### config.mk
export PLATFORM = sky130hd
export DESIGN_NAME = bms_brake_seq
export DESIGN_NICKNAME = d
export VERILOG_FILES = /design/src/design/bms_pkg.sv /design/src/design/bms_brake_seq.sv /design/src/design/bms_tick_gen.sv
export VERILOG_INCLUDE_DIRS = /design/src /design/src/design
export SDC_FILE = /design/constraint.sdc
export NUM_CORES = 1
export LEC_CHECK = 0
export ABC_AREA = 1
export BUFFER_PORTS_ARGS = -buffer_cell sky130_fd_sc_hd__buf_2
export CORE_MARGIN = 5
export CORE_UTILIZATION = 55
export CTS_CLUSTER_DIAMETER = 150
export DETAILED_ROUTE_END_ITERATION = 12
export PLACE_DENSITY = 0.83
export SYNTH_ARGS = -nofsm -noshare
export SYNTH_HDL_FRONTEND = slang
export SYNTH_SLANG_ARGS = --single-unit
### constraint.sdc
create_clock -name clock_i -period 4 [get_ports clock_i]
set_input_delay 0.4 -clock clock_i [delete_from_list [all_inputs] [get_ports clock_i]]
set_output_delay 0.4 -clock clock_i [all_outputs]
set_load 0.01 [all_outputs]
### src/design/bms_defines.svh
// Constants of the brake sequencer: codes, defaults, ranges and timing.
// Assumes a 20 MHz clock; settings arrive in tenths of Hz, percent and tenths of seconds.
`ifndef BMS_DEFINES_SVH
`define BMS_DEFINES_SVH

`define BMS_CLK_PERIOD_NS 50
`define BMS_TICK_NS 100000000
`define BMS_TICK_CYCLES (`BMS_TICK_NS / `BMS_CLK_PERIOD_NS)

`define BMS_MODE_W 8
`define BMS_MODE_FEEDBACK 8'h07
`define BMS_MODE_OPEN 8'h08
`define BMS_FUNC_W 8
`define BMS_IN_FUNC_DONE 8'h0f
`define BMS_OUT_FUNC_POS 8'h14
`define BMS_OUT_FUNC_NEG 8'h78
`define BMS_N_IN 7
`define BMS_N_OUT 3

`define BMS_FREQ_W 12
`define BMS_CUR_W 9
`define BMS_DLY_W 6
`define BMS_TMR_W 8

`define BMS_REL_FREQ_DEF 12'h01e
`define BMS_ENG_FREQ_DEF 12'h03c
`define BMS_FREQ_MAX 12'h12c
`define BMS_REL_CUR_DEF 9'h082
`define BMS_CUR_MAX 9'h0c8
`define BMS_DET_DLY_DEF 6'h03
`define BMS_DET_DLY_MAX 6'h14
`define BMS_BRK_DLY_DEF 6'h03
`define BMS_BRK_DLY_MAX 6'h32
`define BMS_FAULT_TICKS 8'h14

`endif

### src/design/bms_pkg.sv
// Types of the brake sequencer: sequence states and the state record.
// Assumes bms_defines.svh is on the include path.
`include "bms_defines.svh"

package bms_pkg;

  typedef enum logic [3:0] {
    BMS_IDLE, BMS_RUN_WAIT, BMS_DETECT, BMS_RELEASE, BMS_START_DLY,
    BMS_RAMP, BMS_ENGAGE, BMS_STOP_DLY, BMS_OFF, BMS_FAULT
  } bms_state_t;

  typedef struct packed {
    bms_state_t state;
    logic [`BMS_TMR_W-1:0] tmr;
    logic [`BMS_TMR_W-1:0] ftmr;
    logic [`BMS_FREQ_W-1:0] rel_freq;
    logic [`BMS_FREQ_W-1:0] eng_freq;
    logic [`BMS_CUR_W-1:0] rel_cur;
    logic [`BMS_DLY_W-1:0] det_dly;
    logic [`BMS_DLY_W-1:0] st_dly;
    logic [`BMS_DLY_W-1:0] sp_dly;
    logic req;
    logic hold;
    logic ramp;
    logic off;
    logic f_req;
    logic f_done;
    logic f_drop;
    logic reject;
    logic restart_inh;
    logic [`BMS_N_OUT-1:0] term_out;
    logic [`BMS_N_IN-1:0] sync1;
    logic [`BMS_N_IN-1:0] sync2;
  } bms_state_rec_t;

endpackage

### src/design/bms_brake_seq.sv
// Mechanical brake sequencer inside a motor drive.
// Assumes speed, current and mode levels on this clock; async terminal pins synchronised here.
// Notes on behaviour
// - Sequence runs only with ramp mode 7 (feedback) or 8 (no feedback).
// - Sequence valid only in external, combined mode 1 or network operation.
// - Release-done is read from input terminals whose function code is 15.
// - Request drives output terminals coded 20 (positive) or 120 (inverted).
// - At speed and current thresholds, wait detect delay, then raise request.
// - Mode 7: hold frequency for start delay after release-done, then ramp.
// - Decelerating to engage frequency drops the release request.
// - Mode 7: switch output off stop delay after release-done goes inactive.
// - Release frequency 0..30 Hz, default 3 Hz, accepted only if <= engage.
// - Release current 0..200 percent, default 130 percent.
// - Detection delay 0..2 s, default 0.3 s.
// - Start brake delay 0..5 s, default 0.3 s.
// - Engage frequency 0..30 Hz, default 6 Hz.
// - Stop brake delay 0..5 s, default 0.3 s.
// - Auto restart after supply loss is inhibited in brake sequence mode.
// - Mode 8: delays counted from request raise and request drop.
// - Trip and drop request if request not raised within 2 s of start.
// - Trip and drop request if release-done absent 2 s after request.
// - Trip and drop request if release-done drops while request is on.
`timescale 1ns/1ps

module bms_brake_seq
  import bms_pkg::*;
#(
  parameter int unsigned TICK_CYCLES = `BMS_TICK_CYCLES
) (
  input wire logic clock_i,
  input wire logic rstn_i,
  input wire logic [`BMS_MODE_W-1:0] ramp_mode_select_i,
  input wire logic op_mode_valid_i,
  input wire logic start_cmd_i,
  input wire logic decel_i,
  input wire logic [`BMS_FREQ_W-1:0] speed_cmd_i,
  input wire logic [`BMS_CUR_W-1:0] out_current_i,
  input wire logic [`BMS_N_IN-1:0] term_in_i,
  input wire logic [`BMS_N_IN*`BMS_FUNC_W-1:0] input_terminal_function_select_i,
  input wire logic [`BMS_N_OUT*`BMS_FUNC_W-1:0] output_terminal_function_select_i,
  input wire logic param_load_i,
  input wire logic [`BMS_FREQ_W-1:0] brake_release_freq_i,
  input wire logic [`BMS_FREQ_W-1:0] brake_engage_freq_i,
  input wire logic [`BMS_CUR_W-1:0] brake_release_current_i,
  input wire logic [`BMS_DLY_W-1:0] release_current_detect_delay_i,
  input wire logic [`BMS_DLY_W-1:0] start_brake_delay_i,
  input wire logic [`BMS_DLY_W-1:0] stop_brake_delay_i,
  input wire logic fault_clear_i,
  output logic brake_release_request_o,
  output logic [`BMS_N_OUT-1:0] term_out_o,
  output logic hold_freq_o,
  output logic ramp_enable_o,
  output logic output_off_o,
  output logic fault_request_timeout_o,
  output logic fault_release_done_timeout_o,
  output logic fault_release_done_dropped_o,
  output logic restart_inhibit_o,
  output logic param_reject_o
);

  bms_state_rec_t s_reg;
  bms_state_rec_t s_next;
  logic tick, mode_sel, mode_fb, seq_en, done_in;
  logic [`BMS_N_IN-1:0] done_match;
  logic [`BMS_N_OUT-1:0] out_pos;
  logic [`BMS_N_OUT-1:0] out_neg;

  bms_tick_gen #(.CYCLES(TICK_CYCLES)) u_tick (
    .clock_i(clock_i),
    .rstn_i(rstn_i),
    .tick_o(tick)
  );

  ////////////////////////////////////////////////////////////////////////////
  // Terminal mapping

  for (genvar gi = 0; gi < `BMS_N_IN; gi++) begin : g_in
    assign done_match[gi] = (input_terminal_function_select_i[gi*`BMS_FUNC_W +: `BMS_FUNC_W]
                             == `BMS_IN_FUNC_DONE);
  end
  for (genvar gi = 0; gi < `BMS_N_OUT; gi++) begin : g_out
    assign out_pos[gi] = (output_terminal_function_select_i[gi*`BMS_FUNC_W +: `BMS_FUNC_W]
                          == `BMS_OUT_FUNC_POS);
    assign out_neg[gi] = (output_terminal_function_select_i[gi*`BMS_FUNC_W +: `BMS_FUNC_W]
                          == `BMS_OUT_FUNC_NEG);
  end

  assign done_in = |(s_reg.sync2 & done_match);
  assign mode_fb = (ramp_mode_select_i == `BMS_MODE_FEEDBACK);
  assign mode_sel = mode_fb || (ramp_mode_select_i == `BMS_MODE_OPEN);
  assign seq_en = mode_sel && op_mode_valid_i;

  ////////////////////////////////////////////////////////////////////////////
  // Sequencer

  always_comb begin
    s_next = s_reg;
    s_next.sync1 = term_in_i;
    s_next.sync2 = s_reg.sync1;
    s_next.reject = 1'b0;
    s_next.restart_inh = mode_sel;
    if (tick) begin
      if (s_reg.tmr != '1) s_next.tmr = s_reg.tmr + 1'b1;
      if (s_reg.ftmr != '1) s_next.ftmr = s_reg.ftmr + 1'b1;
    end
    if (param_load_i) begin
      if (brake_release_freq_i <= brake_engage_freq_i && brake_engage_freq_i <= `BMS_FREQ_MAX
          && brake_release_current_i <= `BMS_CUR_MAX
          && release_current_detect_delay_i <= `BMS_DET_DLY_MAX
          && start_brake_delay_i <= `BMS_BRK_DLY_MAX
          && stop_brake_delay_i <= `BMS_BRK_DLY_MAX) begin
        s_next.rel_freq = brake_release_freq_i;
        s_next.eng_freq = brake_engage_freq_i;
        s_next.rel_cur = brake_release_current_i;
        s_next.det_dly = release_current_detect_delay_i;
        s_next.st_dly = start_brake_delay_i;
        s_next.sp_dly = stop_brake_delay_i;
      end else begin
        s_next.reject = 1'b1;
      end
    end
    unique case (s_reg.state)
      BMS_IDLE: begin
        s_next.off = !start_cmd_i;
        s_next.ramp = start_cmd_i;
        s_next.hold = 1'b0;
        if (start_cmd_i) begin
          s_next.ftmr = '0;
          if (seq_en) s_next.state = BMS_RUN_WAIT;
        end
      end
      BMS_RUN_WAIT, BMS_DETECT: begin
        if (speed_cmd_i >= s_reg.rel_freq) s_next.hold = 1'b1;
        if (s_reg.ftmr >= `BMS_FAULT_TICKS) begin
          s_next.f_req = 1'b1;
          s_next.state = BMS_FAULT;
        end else if (s_reg.state == BMS_RUN_WAIT) begin
          if (speed_cmd_i >= s_reg.rel_freq && out_current_i >= s_reg.rel_cur) begin
            s_next.state = BMS_DETECT;
            s_next.tmr = '0;
          end
        end else if (out_current_i < s_reg.rel_cur) begin
          s_next.state = BMS_RUN_WAIT;
        end else if (s_reg.tmr >= `BMS_TMR_W'(s_reg.det_dly)) begin
          s_next.req = 1'b1;
          s_next.tmr = '0;
          s_next.ftmr = '0;
          s_next.state = mode_fb ? BMS_RELEASE : BMS_START_DLY;
        end
      end
      BMS_RELEASE: begin
        if (done_in) begin
          s_next.tmr = '0;
          s_next.state = BMS_START_DLY;
        end else if (s_reg.ftmr >= `BMS_FAULT_TICKS) begin
          s_next.f_done = 1'b1;
          s_next.state = BMS_FAULT;
        end
      end
      BMS_START_DLY: begin
        if (mode_fb && !done_in) begin
          s_next.f_drop = 1'b1;
          s_next.state = BMS_FAULT;
        end else if (s_reg.tmr >= `BMS_TMR_W'(s_reg.st_dly)) begin
          s_next.hold = 1'b0;
          s_next.state = BMS_RAMP;
        end
      end
      BMS_RAMP: begin
        if (mode_fb && !done_in) begin
          s_next.f_drop = 1'b1;
          s_next.state = BMS_FAULT;
        end else if ((decel_i || !start_cmd_i) && speed_cmd_i <= s_reg.eng_freq) begin
          s_next.req = 1'b0;
          s_next.hold = 1'b1;
          s_next.tmr = '0;
          s_next.state = mode_fb ? BMS_ENGAGE : BMS_STOP_DLY;
        end
      end
      BMS_ENGAGE: begin
        if (!done_in) begin
          s_next.tmr = '0;
          s_next.state = BMS_STOP_DLY;
        end
      end
      BMS_STOP_DLY: begin
        if (s_reg.tmr >= `BMS_TMR_W'(s_reg.sp_dly)) begin
          s_next.state = BMS_OFF;
        end
      end
      BMS_OFF: begin
        if (!start_cmd_i) s_next.state = BMS_IDLE;
      end
      BMS_FAULT: begin
        if (fault_clear_i) begin
          s_next.f_req = 1'b0;
          s_next.f_done = 1'b0;
          s_next.f_drop = 1'b0;
          s_next.state = BMS_IDLE;
        end
      end
    endcase
    if (s_next.state inside {BMS_FAULT, BMS_OFF}) begin
      s_next.off = 1'b1;
      s_next.ramp = 1'b0;
      s_next.hold = 1'b0;
    end
    if (s_next.state != BMS_FAULT && !(s_reg.state inside {BMS_FAULT, BMS_IDLE, BMS_OFF})
        && (!seq_en || (!start_cmd_i && s_reg.state inside {BMS_RUN_WAIT, BMS_DETECT,
        BMS_RELEASE, BMS_START_DLY}))) begin
      s_next.state = BMS_IDLE;
      s_next.off = 1'b1;
      s_next.ramp = 1'b0;
      s_next.hold = 1'b0;
    end
    if (s_next.state inside {BMS_IDLE, BMS_OFF, BMS_FAULT, BMS_RUN_WAIT, BMS_DETECT}) begin
      s_next.req = 1'b0;
    end
    s_next.term_out = (out_pos & {`BMS_N_OUT{s_next.req}})
                      | (out_neg & {`BMS_N_OUT{~s_next.req}});
  end

  always_ff @(posedge clock_i) begin
    if (!rstn_i) begin
      s_reg <= '0;
      s_reg.state <= BMS_IDLE;
      s_reg.off <= 1'b1;
      s_reg.term_out <= out_neg;
      s_reg.rel_freq <= `BMS_REL_FREQ_DEF;
      s_reg.eng_freq <= `BMS_ENG_FREQ_DEF;
      s_reg.rel_cur <= `BMS_REL_CUR_DEF;
      s_reg.det_dly <= `BMS_DET_DLY_DEF;
      s_reg.st_dly <= `BMS_BRK_DLY_DEF;
      s_reg.sp_dly <= `BMS_BRK_DLY_DEF;
    end else begin
      s_reg <= s_next;
    end
  end

  assign brake_release_request_o = s_reg.req;
  assign term_out_o = s_reg.term_out;
  assign hold_freq_o = s_reg.hold;
  assign ramp_enable_o = s_reg.ramp;
  assign output_off_o = s_reg.off;
  assign fault_request_timeout_o = s_reg.f_req;
  assign fault_release_done_timeout_o = s_reg.f_done;
  assign fault_release_done_dropped_o = s_reg.f_drop;
  assign restart_inhibit_o = s_reg.restart_inh;
  assign param_reject_o = s_reg.reject;
endmodule // bms_brake_seq

### src/design/bms_tick_gen.sv
// Time-base divider: one-cycle tick every CYCLES clocks.
// Assumes a single clock with synchronous active-low reset.
`timescale 1ns/1ps

module bms_tick_gen #(
  parameter int unsigned CYCLES = 2000000
) (
  input wire logic clock_i,
  input wire logic rstn_i,
  output logic tick_o
);

  localparam int unsigned CW = (CYCLES > 1) ? $clog2(CYCLES) : 1;
  localparam logic [CW-1:0] LAST = CW'(CYCLES - 1);

  logic [CW-1:0] cnt_reg;
  logic tick_reg;

  always_ff @(posedge clock_i) begin
    if (!rstn_i) begin
      cnt_reg <= '0;
      tick_reg <= 1'b0;
    end else begin
      tick_reg <= (cnt_reg == LAST);
      cnt_reg <= (cnt_reg == LAST) ? '0 : cnt_reg + 1'b1;
    end
  end

  assign tick_o = tick_reg;

endmodule // bms_tick_gen

# After elaboration in Yosys (flattened, before gate mapping)
# Cells that the tools add are included.
[op_classes] n_addsub=3 multipliers=0 n_div=0 n_lt_le_gt_ge=14 n_eq_ne=44 shift=0 n_mux=57 bitwise=6 n_reduce_logical=40
[op_table] cell="2-to-1 mux 20 bit" n=5
[op_table] cell="equality test 8 x 4 -> 1 bit (second input constant)" n=8
[op_table] cell="2-to-1 mux 4 bit" n=13
[op_table] cell="2-to-1 mux 12 bit" n=4
[op_table] cell="2-to-1 mux 16 bit" n=3
[op_table] cell="2-to-1 mux 8 bit" n=6
[op_table] cell="case mux 4 bit (9 select lines)" n=1
[op_table] cell="case mux 8 bit (4 select lines)" n=1
[op_table] cell="equality test 4 bit (second input constant)" n=6
[op_table] cell="equality test 8 x 5 -> 1 bit (second input constant)" n=3
[op_table] cell="equality test 8 x 7 -> 1 bit (second input constant)" n=3
[op_table] cell="greater-or-equal comparator 8 x 6 -> 1 bit" n=3
[op_table] cell="<= comparator 12 bit" n=2
[op_table] cell="adder 21 x 1 -> 21 bit (second input constant)" n=1
[op_table] cell="equality test 21 bit (second input constant)" n=1
[op_table] cell="inequality test 2 bit (second input constant)" n=9
[op_table] cell="2-to-1 mux 17 bit" n=1
[op_table] cell="adder 8 x 1 -> 8 bit (second input constant)" n=2
[op_table] cell="equality test 4 x 3 -> 1 bit (second input constant)" n=4
[op_table] cell="inequality test 8 bit (second input constant)" n=2
[op_table] cell="case mux 8 bit (2 select lines)" n=1
[op_table] cell="2-to-1 mux 1 bit" n=13
[op_table] cell="equality test 4 x 2 -> 1 bit (second input constant)" n=3
[op_table] cell="greater-or-equal comparator 12 bit" n=1
[op_table] cell="other kinds (34)" n=68
[totals] reg_bits=119 latch_bits=0 ram_bits=0 romBits=0 output_inout_bits=12 n_memories=0

# Depth between registers and ports, before layout
# Gate-level depths: netlist of the first run.
[logic_depth] ltp_word=23 depth_mapped=20 ltp_nobuf=20

# Cells and area by module
# Synthesis of the first run repeated with hierarchy kept, for this count alone.
[hier_totals] cells_unflattened=1082 hier_area_um2=7462.2
[modules_own_cells] module="bms_brake_seq" n_inst=1 cells_each=918 area_each_um2=6312.3
[modules_own_cells] module="bms_tick_gen" n_inst=1 cells_each=164 area_each_um2=1149.9

# Worst setup path after synthesis of the first run
# Ideal clock, no wire load.
[synth_path] kind="input-to-reg" start="input port brake_engage_freq_i[11]" end="register s_reg[56] (netlist name)" setup_time_ns=0.079 arrival_ns=2.053 t_required_ns=3.921 slack_ns=1.868 stages=12 cell_sequence="inv_1 ha_1 nand2_1 inv_1 nand3_1 nor3_1 nand4_1 a211oi_1 nand2_1 clkbuf_1 buf_2 o211ai_1"
[synth_via] elab_chain_len=7 word_cells_on_any_way=8 classes_between="order compare (2); reduce/logical (6)"
[synth_lines] element="from (decl)" line="bms_brake_seq.sv:43" rtl="input wire logic [`BMS_FREQ_W-1:0] brake_engage_freq_i,"
[synth_lines] element="<= comparator 12 bit / <= comparator 12 x 9 -> 1 bit (equally long branches)"
[synth_lines] element="logical AND 1 bit (no line) * (5 in series)"
[synth_lines] element="AND reduction 2 bit (no line) *"
[synth_lines] element="to (signal assigned)" line="bms_brake_seq.sv:236" rtl="s_reg <= s_next;"
[synth_lines] element="to (decl)" line="bms_brake_seq.sv:61" rtl="bms_state_rec_t s_reg;"
# Every way passes the cells marked *; elsewhere a longest branch is shown, timed or not.
# A chain may end at the register's enable or synchronous reset.

# Final worst setup path of the first run
[layout_path] start="register s_reg[52] (netlist name)" end="register s_reg, in the netlist term_out_o[1]"
[layout_via] elab_chain_len=17 word_cells_on_any_way=28 classes_between="order compare (2); eq/ne (5); mux (12); bitwise (4); reduce/logical (5)"
[layout_lines] element="greater-or-equal comparator 9 bit" line="bms_brake_seq.sv:138" rtl="if (speed_cmd_i >= s_reg.rel_freq && out_current_i >= s_reg.rel_cur) begin"
[layout_lines] element="logical AND 1 bit" line="bms_brake_seq.sv:138"
[layout_lines] element="2-to-1 mux 12 bit" line="bms_brake_seq.sv:138"
[layout_lines] element="2-to-1 mux 12 bit" line="bms_brake_seq.sv:137" rtl="end else if (s_reg.state == BMS_RUN_WAIT) begin"
[layout_lines] element="2-to-1 mux 4 bit" line="bms_brake_seq.sv:134" rtl="if (s_reg.ftmr >= `BMS_FAULT_TICKS) begin"
[layout_lines] element="case mux 4 bit (9 select lines)" line="bms_brake_seq.sv:122" rtl="unique case (s_reg.state)"
[layout_lines] element="inequality test 4 bit" line="bms_brake_seq.sv:208" rtl="if (s_next.state != BMS_FAULT && !(s_reg.state inside {BMS_FAULT, BMS_IDLE, BMS_OFF})"
[layout_lines] element="logical AND 1 bit" line="bms_brake_seq.sv:208"
[layout_lines] element="logical AND 1 bit" line="bms_brake_seq.sv:209" rtl="&& (!seq_en || (!start_cmd_i && s_reg.state inside {BMS_RUN_WAIT, BMS_DETECT,"
[layout_lines] element="2-to-1 mux 4 bit" line="bms_brake_seq.sv:208"
[layout_lines] element="equality test 4 bit (tied with other cells)" line="bms_brake_seq.sv:216" rtl="if (s_next.state inside {BMS_IDLE, BMS_OFF, BMS_FAULT, BMS_RUN_WAIT, BMS_DETECT}) begin"
[layout_lines] element="nonzero test 5 bit" line="bms_brake_seq.sv:216"
[layout_lines] element="2-to-1 mux 1 bit *" line="bms_brake_seq.sv:216"
[layout_lines] element="inverter 1 bit" line="bms_brake_seq.sv:220" rtl="| (out_neg & {`BMS_N_OUT{~s_next.req}});"
[layout_lines] element="AND 3 bit" line="bms_brake_seq.sv:220"
[layout_lines] element="bitwise OR 3 bit *" line="bms_brake_seq.sv:219" rtl="s_next.term_out = (out_pos & {`BMS_N_OUT{s_next.req}})"
[layout_lines] element="2-to-1 mux 17 bit *" line="bms_brake_seq.sv:224" rtl="if (!rstn_i) begin"
# Marked as above.

==> results of run 1 <==
-- worst reg2reg max path: cells and delay by family, from the launching register on --
kind	cells	cell delay (ps)
simple gates	10	1590
buf+inv	1	50
fa+ha+maj	1	290
flops	1	300
compound gates	1	120
-- metrics by stage --
stage	std cells	util (%)	setup WS [ps]	area [um^2]
floorplan	1016	-	1868	7059
global placement	1352	64.31	1328	8115
detailed placement	1352	64.31	1201	8115
CTS	1384	69.19	1560	8731
global route	1384	69.19	1261	8731
finish	1384	69.19	1542	8731
-- power groups by stage --
| stage | registers [uW] | logic, uW | clock network, uW |
|---|---|---|---|
| after global routing | 1230 | 449 | 1660 |
| after CTS | 1230 | 395 | 1610 |
| after detailed placement | 1250 | 390 | 0 |
| after floorplan | 1250 | 219 | 0 |
| after global placement | 1250 | 384 | 0 |
| final | 1230 | 397 | 1590 |
-- layer usage --
metal	part of all wire (%)	up-vias	routed length, um
met3	7.8	34	1383
met2	48	246	8513
met1	42	3074	7540
met4	1.9	0	341
met5	0	-	0
li1	-	3650	-
-- layout by cell type (no fill, tap or decap), drive strengths merged, types with 3 or more instances in the layout --
| cell type | netlist | layout |
|---|---|---|
| nand3b | 3 | 3 |
| inv | 181 | 181 |
| nor2 | 113 | 113 |
| xnor2 | 3 | 3 |
| nand2 | 219 | 219 |
| nor4 | 9 | 9 |
| clkbuf | 13 | 23 |
| nand3 | 44 | 44 |
| clkinv | 0 | 4 |
| o211ai | 14 | 14 |
| o21ai | 44 | 44 |
| o31ai | 3 | 3 |
| xor2 | 12 | 12 |
| nand4 | 24 | 24 |
| o21a | 3 | 3 |
| a21oi | 72 | 72 |
| nor3b | 9 | 9 |
| dfxtp | 119 | 119 |
| nor3 | 29 | 29 |
| o2111ai | 3 | 3 |
| a211oi | 6 | 6 |
| bufinv | 0 | 4 |
| ha | 67 | 67 |
| and3 | 3 | 3 |
| or2 | 4 | 4 |
| buf | 11 | 188 |
-- how the worst min path moves through the flow --
stage	startpoint	to	slack [ps]	depth (start not counted)
after floorplan	s_next[0]$_SDFF_PN0_	s_reg[0]$_SDFF_PN0_	390	2
after global placement	s_next[1]$_SDFF_PN0_	s_reg[1]$_SDFF_PN0_	390	2
after detailed placement	s_next[6]$_SDFF_PN0_	s_reg[6]$_SDFF_PN0_	400	2
after CTS	term_in_i[3]	s_next[3]$_SDFF_PN0_	160	3
after global routing	term_in_i[3]	s_next[3]$_SDFF_PN0_	180	3
final	term_in_i[3]	s_next[3]$_SDFF_PN0_	170	3
-- final cells by class --
class	instances	area (um^2)	share of cell area, %
Tap cell	172	215.2	2.465
Clock inverter	9	147.6	1.691
Sequential cell	119	2382	27.29
Multi-Input combinational cell	692	3890	44.55
Timing Repair Buffer	188	948.4	10.86
Inverter	181	679.4	7.782
Clock buffer	23	467.9	5.360
-- kinds of logic after synthesis --
kind of cell             Yosys count
adder cells (fa/ha/maj)           67
flip-flops                       119
AO/OA/AOI/OAI                    150
AND/OR/NAND/NOR                  459
XOR/XNOR                          15
buffers and inverters            205
multiplexers                       1
==> metrics.md, run 1 <==
| Metric | Value |
|---|---|
| R2r endpoint | `term_out_o[1]$_DFF_P_` |
| P_leak | `0.004450 uW` |
| Critical path's most frequent cell | `nand2_1` |
| Vias per inst | `5.061` |
| GR Util met2 | `41.76%` |
| Area leader, netlist | `dfxtp_1` |
| Post-synth EDFFs | `0` |
| CP cell instances | `inv_1 -> ha_1 -> nand2_1 -> nor2_1 -> nand3_1 -> nand3_1 -> nand2_1 -> nor3b_1 -> a21oi_1 -> nor2_1 -> nand3_2 -> nand2_1 -> nand2_1` |
| # hold bufs at CTS | `0` |
| Clk buf depth | `2` |
| #FFs+latches synth | `119` |
| Worst hold-check path type | `primary input to flip-flop` |
| TritonCTS clock tree | `done` |
| Power per Cell Area | `368.0 nW/um^2` |
| Gate power share | `12.4%` |
| CTS Buf Count | `17` |
| Number of max-cap violations | `0` |
| Syn_nets | `1,257` |
| Mean Syn Cell Area | `6.948 um^2` |
| Total track usage | `between 20% and 30%` |
| Achievable Freq | `406.8 MHz` |
| Setup crit end kind | `flip-flop` |
| WP data required | `between 4000 and 5000 ps` |
| Seq pwr share | `38.2%` |
| Synth Area in Compound Gates | `12.00%` |
| CP Capture Point | `term_out_o[1]$_DFF_P_` |
| Die Area | `15,200 um^2` |
| Die W | `roughly 120 um` |
| Final WL | `between 15,000 and 20,000 um` |
| Critical Path Source | `s_reg[52]$_SDFFE_PN0P_` |
| Vias in the first global route | `6,509` |
| Reg2Reg Setup Slack | `roughly 1500 ps` |
| Max reg flops | `78` |
| Relative slew margins | `54.90%` |
| First-pass GRT wire length | `28,840 um` |
| Root Buffer | `clkbuf_16` |
| Post-CTS Setup Inserts | `0` |
| Cts repair resizes | `0` |
| Vias post-DR | `approximately 7,000` |
| Die Span Y | `123.3 um` |
| Final hold slack | `168.6 ps` |
| Worst reg2reg path startpoint | `s_reg[52]$_SDFFE_PN0P_` |
| Ports | `186` |
| Final Power | `3213 uW` |
| Final setup TNS | `0 ps` |
| Slew Viols, Final | `0` |
| Antenna violations before repair | `0` |
| Period utilisation layout | `61.46%` |
| Post-route minimum period | `roughly 2500 ps` |
| Post-synthesis xor/xnor area fraction | `between 1.5 and 2%` |
| Congestion Overflow GR | `0` |
| Critical Path Stages | `13` |
| Crit path kind | `flip-flop to flip-flop` |
| Main synth FF type | `dfxtp_1` |
| CP Data Arrival Time | `2770 ps` |
| Met1 Use GR | `28.61%` |
| Top cells by area, synth | `dfxtp_1 34%, ha_1 12%, nand2_1 12%, inv_1 9.4%, nor2_1 5.5%` |
| Switching pwr | `about 770 uW` |
| CP peak stage delay | `370 ps` |
| Synth cell types | `45` |
| RSZ-0062 raised after global routing | `false` |
| M3 GR Usage | `5.261%` |
| Clock-pin slew of the registers on the worst-case setup and hold paths | `50 ps` |
| Final Net Count | `1,440` |
| P&R area growth vs syn | `23.68%` |
| Fraction of layout cells with a size suffix above 1 | `around a fifth` |
| Status | `finished clean` |
| Post-Synth Adder-Cell Area | `11.88%` |
| Pint | `2444 uW` |
| Largest family of logic cells by synthesized area | `simple AND/OR/NAND/NOR gates` |
| Kind of cell adding the most delay to the critical path | `simple AND/OR/NAND/NOR gates` |
| Worst R2R Path Depth | `13` |
| Starting density of the core | `55.94%` |
| Share of the synthesized area in the top cell type | `33.75%` |
| First-pass DRT Iterations | `6` |
| H-tree depth | `4` |
| Peak supply drop | `301.5 uV` |
| GR peak layer | `met2` |
| Finish-stage setup viols | `0` |
| Gpl congestion | `0.9127` |
| Critical path's slowest cell | `nor2_1` |
| Startpoint Class | `flip-flop` |
| Mux contribution to synthesized area | `0.1418%` |
| Sw Ratio | `23.94%` |
| DP Wirelength | `13,950 um` |
| Worst Path Buf+Inv | `1` |
| Post-Route Skew | `between 5 and 6 ps` |
| Clock Latency Late Sink | `410 ps` |
| Iter 0 DRT Violations | `377` |
| Sequential cell area fraction in the yosys report | `33.75%` |
| Core box area | `roughly 13,000 um^2` |
| Simple-gate share of the synthesized area | `between 20 and 30%` |
| Mapped cell area | `7059 um^2` |
| Final hold violations | `0` |
| Fillers | `1,099` |
| Count leader, synth | `nand2_1` |
| Tightest Pin Transition | `~670 ps` |
| Post-route DRC | `0` |
| Clk network pwr share | `around 49%` |
| Remaining antenna violation count after routing | `0` |
| Most instantiated cells after synthesis | `217 x nand2_1, 177 x inv_1, 119 x dfxtp_1` |
| FP Rows | `just over 40` |
| Post-synth ARST share | `0%` |
| Syn Inst Count | `1,016` |
| Wirelength per Cell | `between 10 and 15 um` |
| Synth Warn # | `0` |
| Clock Sinks | `~120` |
| Largest net degree at the start of global routing | `68` |
| Antenna Cells | `0` |
| Port Buffers | `185` |
| Worst Path Max Fanout | `4` |
Power figures use the tool's default switching activity.
==> run 2, diff against run 1 <==
--- a/config.mk
+++ b/config.mk
@@ -6,13 +6,13 @@
 export SDC_FILE = /design/constraint.sdc
 export NUM_CORES = 1
 export LEC_CHECK = 0
-export ABC_AREA = 1
+export ABC_AREA = 0
 export BUFFER_PORTS_ARGS = -buffer_cell sky130_fd_sc_hd__buf_2
 export CORE_MARGIN = 5
-export CORE_UTILIZATION = 55
+export CORE_UTILIZATION = 54
 export CTS_CLUSTER_DIAMETER = 150
 export DETAILED_ROUTE_END_ITERATION = 12
-export PLACE_DENSITY = 0.83
+export PLACE_DENSITY = 0.81
 export SYNTH_ARGS = -nofsm -noshare
 export SYNTH_HDL_FRONTEND = slang
 export SYNTH_SLANG_ARGS = --single-unit
==> constraint.sdc (replaced) <==
create_clock -name clock_i -period 2.49 [get_ports clock_i]
set_input_delay 0.249 -clock clock_i [delete_from_list [all_inputs] [get_ports clock_i]]
set_output_delay 0.249 -clock clock_i [all_outputs]
set_load 0.01 [all_outputs]
==> run 2 against run 1 <==
Effect of this change: the run now ends with negative setup slack left; worst setup slack lost 1700 ps; cell area increased by 8.3%; wire length is 16% higher; die area is 1.9% higher; critical endpoint is now term_out_o[2]$_DFF_P_; largest power group unchanged.
==> metrics.md, run 2 <==
| Metric | Value |
|---|---|
| Status | `finished with violations` |
| Violated checks | `negative setup slack` |
| Synth cell types | `75 (+67%)` |
| First-pass GRT wire length | `33,580 um (+16%)` |
| Post-synth ARST share | `0% (unchanged)` |
| # hold bufs at CTS | `0 (unchanged)` |
| Final core utilization | `74.29% (+5.1 points)` |
| GR Util met2 | `42.72% (+0.96 points)` |
| Top cells by area, synth | `dfxtp_1 34%, ha_1 12%, a21oi_1 5.8%, inv_1 3.7%, nor2b_1 3.6%` |
| Worst Path Max Fanout | `3 (-1)` |
| Sequential cell area fraction in the yosys report | `33.66% (-0.084 points)` |
| Startpoint Class | `flip-flop` |
| #FFs+latches synth | `119 (unchanged)` |
| Worst hold-check path type | `primary input to flip-flop` |
| Post-Route Skew | `9.851 ps (+4.627 ps)` |
| CTS Buf Count | `17 (unchanged)` |
| Power per Cell Area | `572.4 nW/um^2 (+56%)` |
| Gpl congestion | `0.9846 (+7.9%)` |
| Post-route DRC | `0 (unchanged)` |
| Vias in the first global route | `7,226 (+11%)` |
| RSZ-0062 raised after global routing | `true` |
| Antenna violations before repair | `2 (+2)` |
| Clock Latency Late Sink | `420 ps (about the same)` |
| P&R area growth vs syn | `33.56%` |
| Clk buf depth | `2 (unchanged)` |
| Total track usage | `26.05% (+2.3 points)` |
| Met1 Use GR | `32.41% (+3.8 points)` |
| CP Data Arrival Time | `2980 ps (+210 ps)` |
| Congestion Overflow GR | `0 (unchanged)` |
| Tightest Pin Transition | `532.0 ps (-142.9 ps)` |
| Period utilisation layout | `105.6% (+44 points)` |
| Main synth FF type | `dfxtp_1` |
| Mapped cell area | `7077 um^2 (+0.25%)` |
| Non-filler cells, final | `1,267 (-8.5%)` |
| Die W | `124.5 um (+0.96%)` |
| Post-synth EDFFs | `0 (unchanged)` |
| Die Span Y | `124.5 um (+0.96%)` |
| Fin worst setup slack | `-139.2 ps (-1681 ps)` |
| Root Buffer | `clkbuf_16` |
| Most frequent cells in the layout | `185 x buf_2, 116 x dfxtp_1, 76 x a21oi_1` |
| CP peak stage delay | `340 ps (-30 ps)` |
| Most instantiated cells after synthesis | `119 x dfxtp_1, 82 x a21oi_1, 70 x inv_1` |
| Port Buffers | `185 (unchanged)` |
| Count leader, synth | `dfxtp_1` |
| H-tree depth | `4 (unchanged)` |
| Critical path's most frequent cell | `a21o_1` |
| Largest net degree at the start of global routing | `38 (-44%)` |
| Core box area | `12,720 um^2 (+0.81%)` |
| Vias per inst | `5.627 (+11%)` |
| Wirelength per Cell | `16.23 um (+26%)` |
| Finish-stage setup viols | `9 (+9)` |
| Synth Warn # | `0 (unchanged)` |
| M3 GR Usage | `6.089% (+0.83 points)` |
| Die Area | `15,490 um^2 (+1.9%)` |
| DP Wirelength | `15,330 um (+9.9%)` |
| FP Rows | `41 (unchanged)` |
| Syn Inst Count | `843 (-17%)` |
| Clock Sinks | `119 (unchanged)` |
| Fraction of layout cells with a size suffix above 1 | `30.92% (+11 points)` |
| Iter 0 DRT Violations | `432 (+15%)` |
| First-pass DRT Iterations | `5 (-1)` |
| Placed Cells | `1,232 (-8.9%)` |
| GR peak layer | `met2` |
| CP cell instances | `inv_2 -> ha_1 -> nand2b_1 -> a21o_1 -> a21o_1 -> a211oi_2 -> buf_4 -> o32ai_1 -> a311oi_2 -> nand4_1 -> nand2_2 -> mux2i_1` |
| Slew Viols, Final | `0 (unchanged)` |
| Final hold violations | `0 (unchanged)` |
| Remaining antenna violation count after routing | `0 (unchanged)` |
| Relative slew margins | `64.08% (+9.2 points)` |
| Setup crit end kind | `flip-flop` |
| WP data required | `2840 ps (-1470 ps)` |
| Final WL | `20,570 um (+16%)` |
| Mean Syn Cell Area | `8.395 um^2 (+21%)` |
| Area leader, netlist | `dfxtp_1` |
| Vias post-DR | `7,129 (+1.8%)` |
| Post-route minimum period | `2629 ps (+170.8 ps)` |
| Critical path's slowest cell | `dfxtp_1` |
| Peak supply drop | `477.9 uV (+58%)` |
| Pre-CTS setup slack | `-299.7 ps (-1500 ps)` |
| Final Net Count | `1,323 (-8.1%)` |
| Starting density of the core | `55.63% (-0.31 points)` |
| P_leak | `0.004188 uW (-5.9%)` |
| TritonCTS clock tree | `done` |
| Max reg flops | `78 (unchanged)` |
| Syn_nets | `1,084 (-14%)` |
| Crit path kind | `flip-flop to flip-flop` |
| Achievable Freq | `380.3 MHz (-6.5%)` |
| Clock-pin slew of the registers on the worst-case setup and hold paths | `60 ps (about the same)` |
| Share of the synthesized area in the top cell type | `33.66% (-0.084 points)` |
| Commonest non-fill, non-tap cell in the layout | `buf_2` |
| Number of max-cap violations | `0 (unchanged)` |
| Ports | `186 (unchanged)` |
-- run 2: metal layers --
metal | routed length, um | share of wire [%]
met1 | 8651 | 42
met5 | 0 | 0
met2 | 9836 | 48
met4 | 586 | 2.8
met3 | 1493 | 7.3
-- run 2: stage by stage --
step	instance area [um^2]	total power [uW]	TNS, ps	hold WS (ps)
2_1_floorplan	7077	2423	0	376.3
3_3_place_gp	8600	2802	-1618	413.1
3_5_place_dp	8600	2807	-2651	426.6
4_1_cts	9309	5384	-1161	20.01
5_1_grt	9452	5646	-2600	24.54
6_report	9452	5410	-861.0	31.60
-- run 2: final cells by class --
class / count / area, um^2
diodes: 2 / 5.005
clock buffers: 22 / 494.2
clock inverters: 8 / 120.1
fillers: 1008 / 3271
inverters: 70 / 262.8
multi-input cells: 618 / 4484
flip-flops and latches: 119 / 2386
well taps: 172 / 215.2
repair buffers: 256 / 1484
-- run 2: cells by family (layout without fill, tap and decap cells) --
logic type	count (synthesis)	in the layout	share of synthesized area, %
simple gates	309	309	24.51
compound gates	199	199	18.44
flops	119	119	33.66
buf+inv	106	356	5.958
fa+ha+maj	67	67	11.85
xor+xnor	28	28	3.465
mux	15	15	2.122
other cells	0	2	0
-- run 2: repair_timing --
item | CTS | global route
pin swaps | 12 | 14
setup buffers | 2 | 1
setup endpoints to repair | 16 | 26
hold endpoints to repair | 0 | 0
resized for setup | 17 | 28
-- run 2: critical path, delay by kind of cell (launching register included) --
kind	cells	cell delay [ps]
DFF	1	340
buffers and inverters	2	210
AOI/OAI and AO/OA	5	1070
muxes	1	200
and+or+nand+nor	3	470
adders and majority gates	1	270
-- run 2: worst paths after layout --
path         depth (start not counted)               endpoint  slack (ps)                 start
max                                 12  term_out_o[2]$_DFF_P_        -140  s_reg[85]$_SDFF_PN0_
min                                  2   s_next[1]$_SDFF_PN0_          30          term_in_i[1]
max reg2reg                         12  term_out_o[2]$_DFF_P_        -140  s_reg[85]$_SDFF_PN0_
min reg2reg                          1    s_reg[3]$_SDFF_PN0_         430  s_next[3]$_SDFF_PN0_
-- run 2: where the power goes --
group	switching, uW	internal, uW
logic	455	428
registers	32.8	1950
clock network	855	1690
==> run 3, diff against run 2 <==
--- a/config.mk
+++ b/config.mk
@@ -9,10 +9,10 @@
 export ABC_AREA = 0
 export BUFFER_PORTS_ARGS = -buffer_cell sky130_fd_sc_hd__buf_2
 export CORE_MARGIN = 5
-export CORE_UTILIZATION = 54
+export CORE_UTILIZATION = 55
 export CTS_CLUSTER_DIAMETER = 150
 export DETAILED_ROUTE_END_ITERATION = 12
-export PLACE_DENSITY = 0.81
+export PLACE_DENSITY = 0.83
 export SYNTH_ARGS = -nofsm -noshare
 export SYNTH_HDL_FRONTEND = slang
 export SYNTH_SLANG_ARGS = --single-unit
==> constraint.sdc (replaced) <==
create_clock -name clock_i -period 3.27 [get_ports clock_i]
set_input_delay 0.327 -clock clock_i [delete_from_list [all_inputs] [get_ports clock_i]]
set_output_delay 0.327 -clock clock_i [all_outputs]
set_load 0.01 [all_outputs]
==> run 3 against run 2 <==
Effect of this change: the run now ends clean; critical path depth shrank 1; wire length fell by 5.3%; core utilization is 4.8 points lower; cell area fell by 7.2%.
==> metrics.md, run 3 (synthesis gave the netlist of run 2 again) <==
| Metric | Value |
|---|---|
| Die Area | `15,240 um^2 (-1.7%)` |
| Met1 Wirelength | `8141 um (-5.9%)` |
| Largest net degree at the start of global routing | `51 (+34%)` |
| Core box area | `12,620 um^2 (-0.81%)` |
| Starting density of the core | `56.08% (+0.45 points)` |
| Period utilisation layout | `91.96% (-14 points)` |
| Number of max-cap violations | `0 (unchanged)` |
| CP cell instances | `inv_1 -> ha_1 -> nand2b_1 -> a21o_1 -> a21o_1 -> a211oi_1 -> o32ai_1 -> a311oi_1 -> nand4_1 -> nand2_2 -> mux2i_1` |
| RSZ-0062 raised after global routing | `false` |
| Most frequent cells in the layout | `185 x buf_2, 119 x dfxtp_1, 81 x a21oi_1` |
| Finish-stage setup viols | `0 (-9)` |
| Congestion Overflow GR | `0 (unchanged)` |
| Final WL | `19,480 um (-5.3%)` |
| Gpl congestion | `0.9705 (-1.4%)` |
| Iter 0 DRT Violations | `567 (+31%)` |
| Fillers | `1,035 (+2.7%)` |
| Final setup TNS | `0 ps (+861.0 ps)` |
| FP Rows | `41 (unchanged)` |
| Worst hold-check path type | `primary input to flip-flop` |
| Clock-pin slew of the registers on the worst-case setup and hold paths | `50 ps (about the same)` |
| Wirelength per Cell | `16.11 um (-0.75%)` |
| CTS Buf Count | `17 (unchanged)` |
| Final hold violations | `0 (unchanged)` |
| Vias in the first global route | `6,567 (-9.1%)` |
| Clock Latency Late Sink | `420 ps (about the same)` |
| Worst Path Max Fanout | `4 (+1)` |
| Setup crit end kind | `flip-flop` |
| First-pass DRT Iterations | `5 (unchanged)` |
| Placed cell area | `8147 um^2 (-5.3%)` |
| Post-route minimum period | `3007 ps (+377.9 ps)` |
| Antenna violations before repair | `2 (unchanged)` |
| Crit path kind | `flip-flop to flip-flop` |
| Port Buffers | `185 (unchanged)` |
| Total track usage | `25.81% (-0.24 points)` |
| Vias per inst | `5.664 (+0.67%)` |
| Status | `finished clean` |
| Top sig layer | `met4` |
| WP data required | `3610 ps (+770 ps)` |
| Relative slew margins | `50.59% (-13 points)` |
| CP Data Arrival Time | `3350 ps (+370 ps)` |
| H-tree depth | `4 (unchanged)` |
| Critical Path Source | `s_reg[85]$_SDFF_PN0_` |
| Final Net Count | `1,263 (-4.5%)` |
| Fin worst setup slack | `262.8 ps (+402.1 ps)` |
| Achievable Freq | `332.5 MHz (-13%)` |
| P&R area growth vs syn | `23.89%` |
| Met2 Wirelength | `9527 um (-3.1%)` |
| CP peak stage delay | `480 ps (+140 ps)` |
| Max reg flops | `78 (unchanged)` |
| Worst reg2reg path startpoint | `s_reg[85]$_SDFF_PN0_` |
| Clk buf depth | `2 (unchanged)` |
| Tightest Pin Transition | `735.5 ps (+203.5 ps)` |
| TritonCTS clock tree | `done` |
| Post-route DRC | `0 (unchanged)` |
| P_leak | `0.003861 uW (-7.8%)` |
| Critical path's most frequent cell | `a21o_1` |
| Power per Cell Area | `453.6 nW/um^2 (-21%)` |
| First-pass GRT wire length | `31,010 um (-7.7%)` |
| Post-Route Skew | `11.53 ps (+1.676 ps)` |
| Min-delay src | `term_in_i[4]` |
| DR WL met3 | `1361 um (-8.8%)` |
| Pre-CTS setup slack | `334.3 ps (+634.0 ps)` |
| Commonest non-fill, non-tap cell in the layout | `buf_2` |
| Die W | `123.4 um (-0.84%)` |
| Fraction of layout cells with a size suffix above 1 | `23.29% (-7.6 points)` |
| Die Span Y | `123.4 um (-0.84%)` |
| Ports | `186 (unchanged)` |
| Slew Viols, Final | `0 (unchanged)` |
| Critical path's slowest cell | `a211oi_1` |
| Peak supply drop | `507.7 uV (+6.2%)` |
| Vias post-DR | `6,848 (-3.9%)` |
| Remaining antenna violation count after routing | `0 (unchanged)` |
| Root Buffer | `clkbuf_16` |
| DP Wirelength | `14,960 um (-2.4%)` |
| Clock Sinks | `119 (unchanged)` |
| Startpoint Class | `flip-flop` |
| Post-route cell area | `8767 um^2 (-7.2%)` |
## run 3: repair_timing
| action | CTS | global route |
|---|---|---|
| buffers inserted | 0 | 0 |
| endpoints found under the setup margin | 0 | 1 |
| hold buffers | 0 | 0 |
| gates resized for setup | 0 | 1 |
## run 3: cell type report
| type | count | area, um^2 | share of cell area, % |
|---|---|---|---|
| inverter | 70 | 262.8 | 2.997 |
| clock buffer | 24 | 491.7 | 5.609 |
| sequential | 119 | 2382 | 27.17 |
| clock inverter | 8 | 118.9 | 1.356 |
| timing repair buffer | 196 | 1008 | 11.50 |
| multi-input combinational | 618 | 4283 | 48.85 |
| tap | 172 | 215.2 | 2.455 |
| antenna | 2 | 5.005 | 0.05709 |
## run 3: path summary, 6_finish.rpt
kind,endpoint,slack [ps],cells past startpoint
worst min-delay path,s_next[4]$_SDFF_PN0_,120,2
worst min register to register,s_reg[2]$_SDFF_PN0_,430,1
worst max-delay path,term_out_o[1]$_DFF_P_,260,11
worst max register to register,term_out_o[1]$_DFF_P_,260,11
## run 3: where the power goes
part	switching (uW)	leakage, uW	internal, uW	total [uW]
clock network	641	0.000304	1270	1920
logic	296	0.00259	249	544
registers	30.3	0.000964	1490	1520
## run 3: worst max-delay path: cells and delay by family, from the launching register on
family / cells / cell delay (ps)
compound gates: 5 / 1450
simple gates: 3 / 500
flops: 1 / 410
fa+ha+maj: 1 / 270
mux: 1 / 200
buf+inv: 1 / 120
## run 3: per-stage QoR
step,power (uW),std cells,hold slack (ps),utilization (%)
finish,3977,1209,123.3,69.47
global route,4132,1209,109.9,69.47
CTS,3994,1207,111.3,69.39
detailed placement,2081,1175,420.0,64.55
global placement,2076,1175,414.6,64.55
floorplan,1845,843,411.9,-
## run 3: per-layer routing
layer / global-route usage [%] / vias to the layer above
met1: 32.18 / 3185
li1: - / 3378
met5: 0 / -
met4: 9.204 / 0
met3: 6.176 / 34
met2: 43.46 / 251
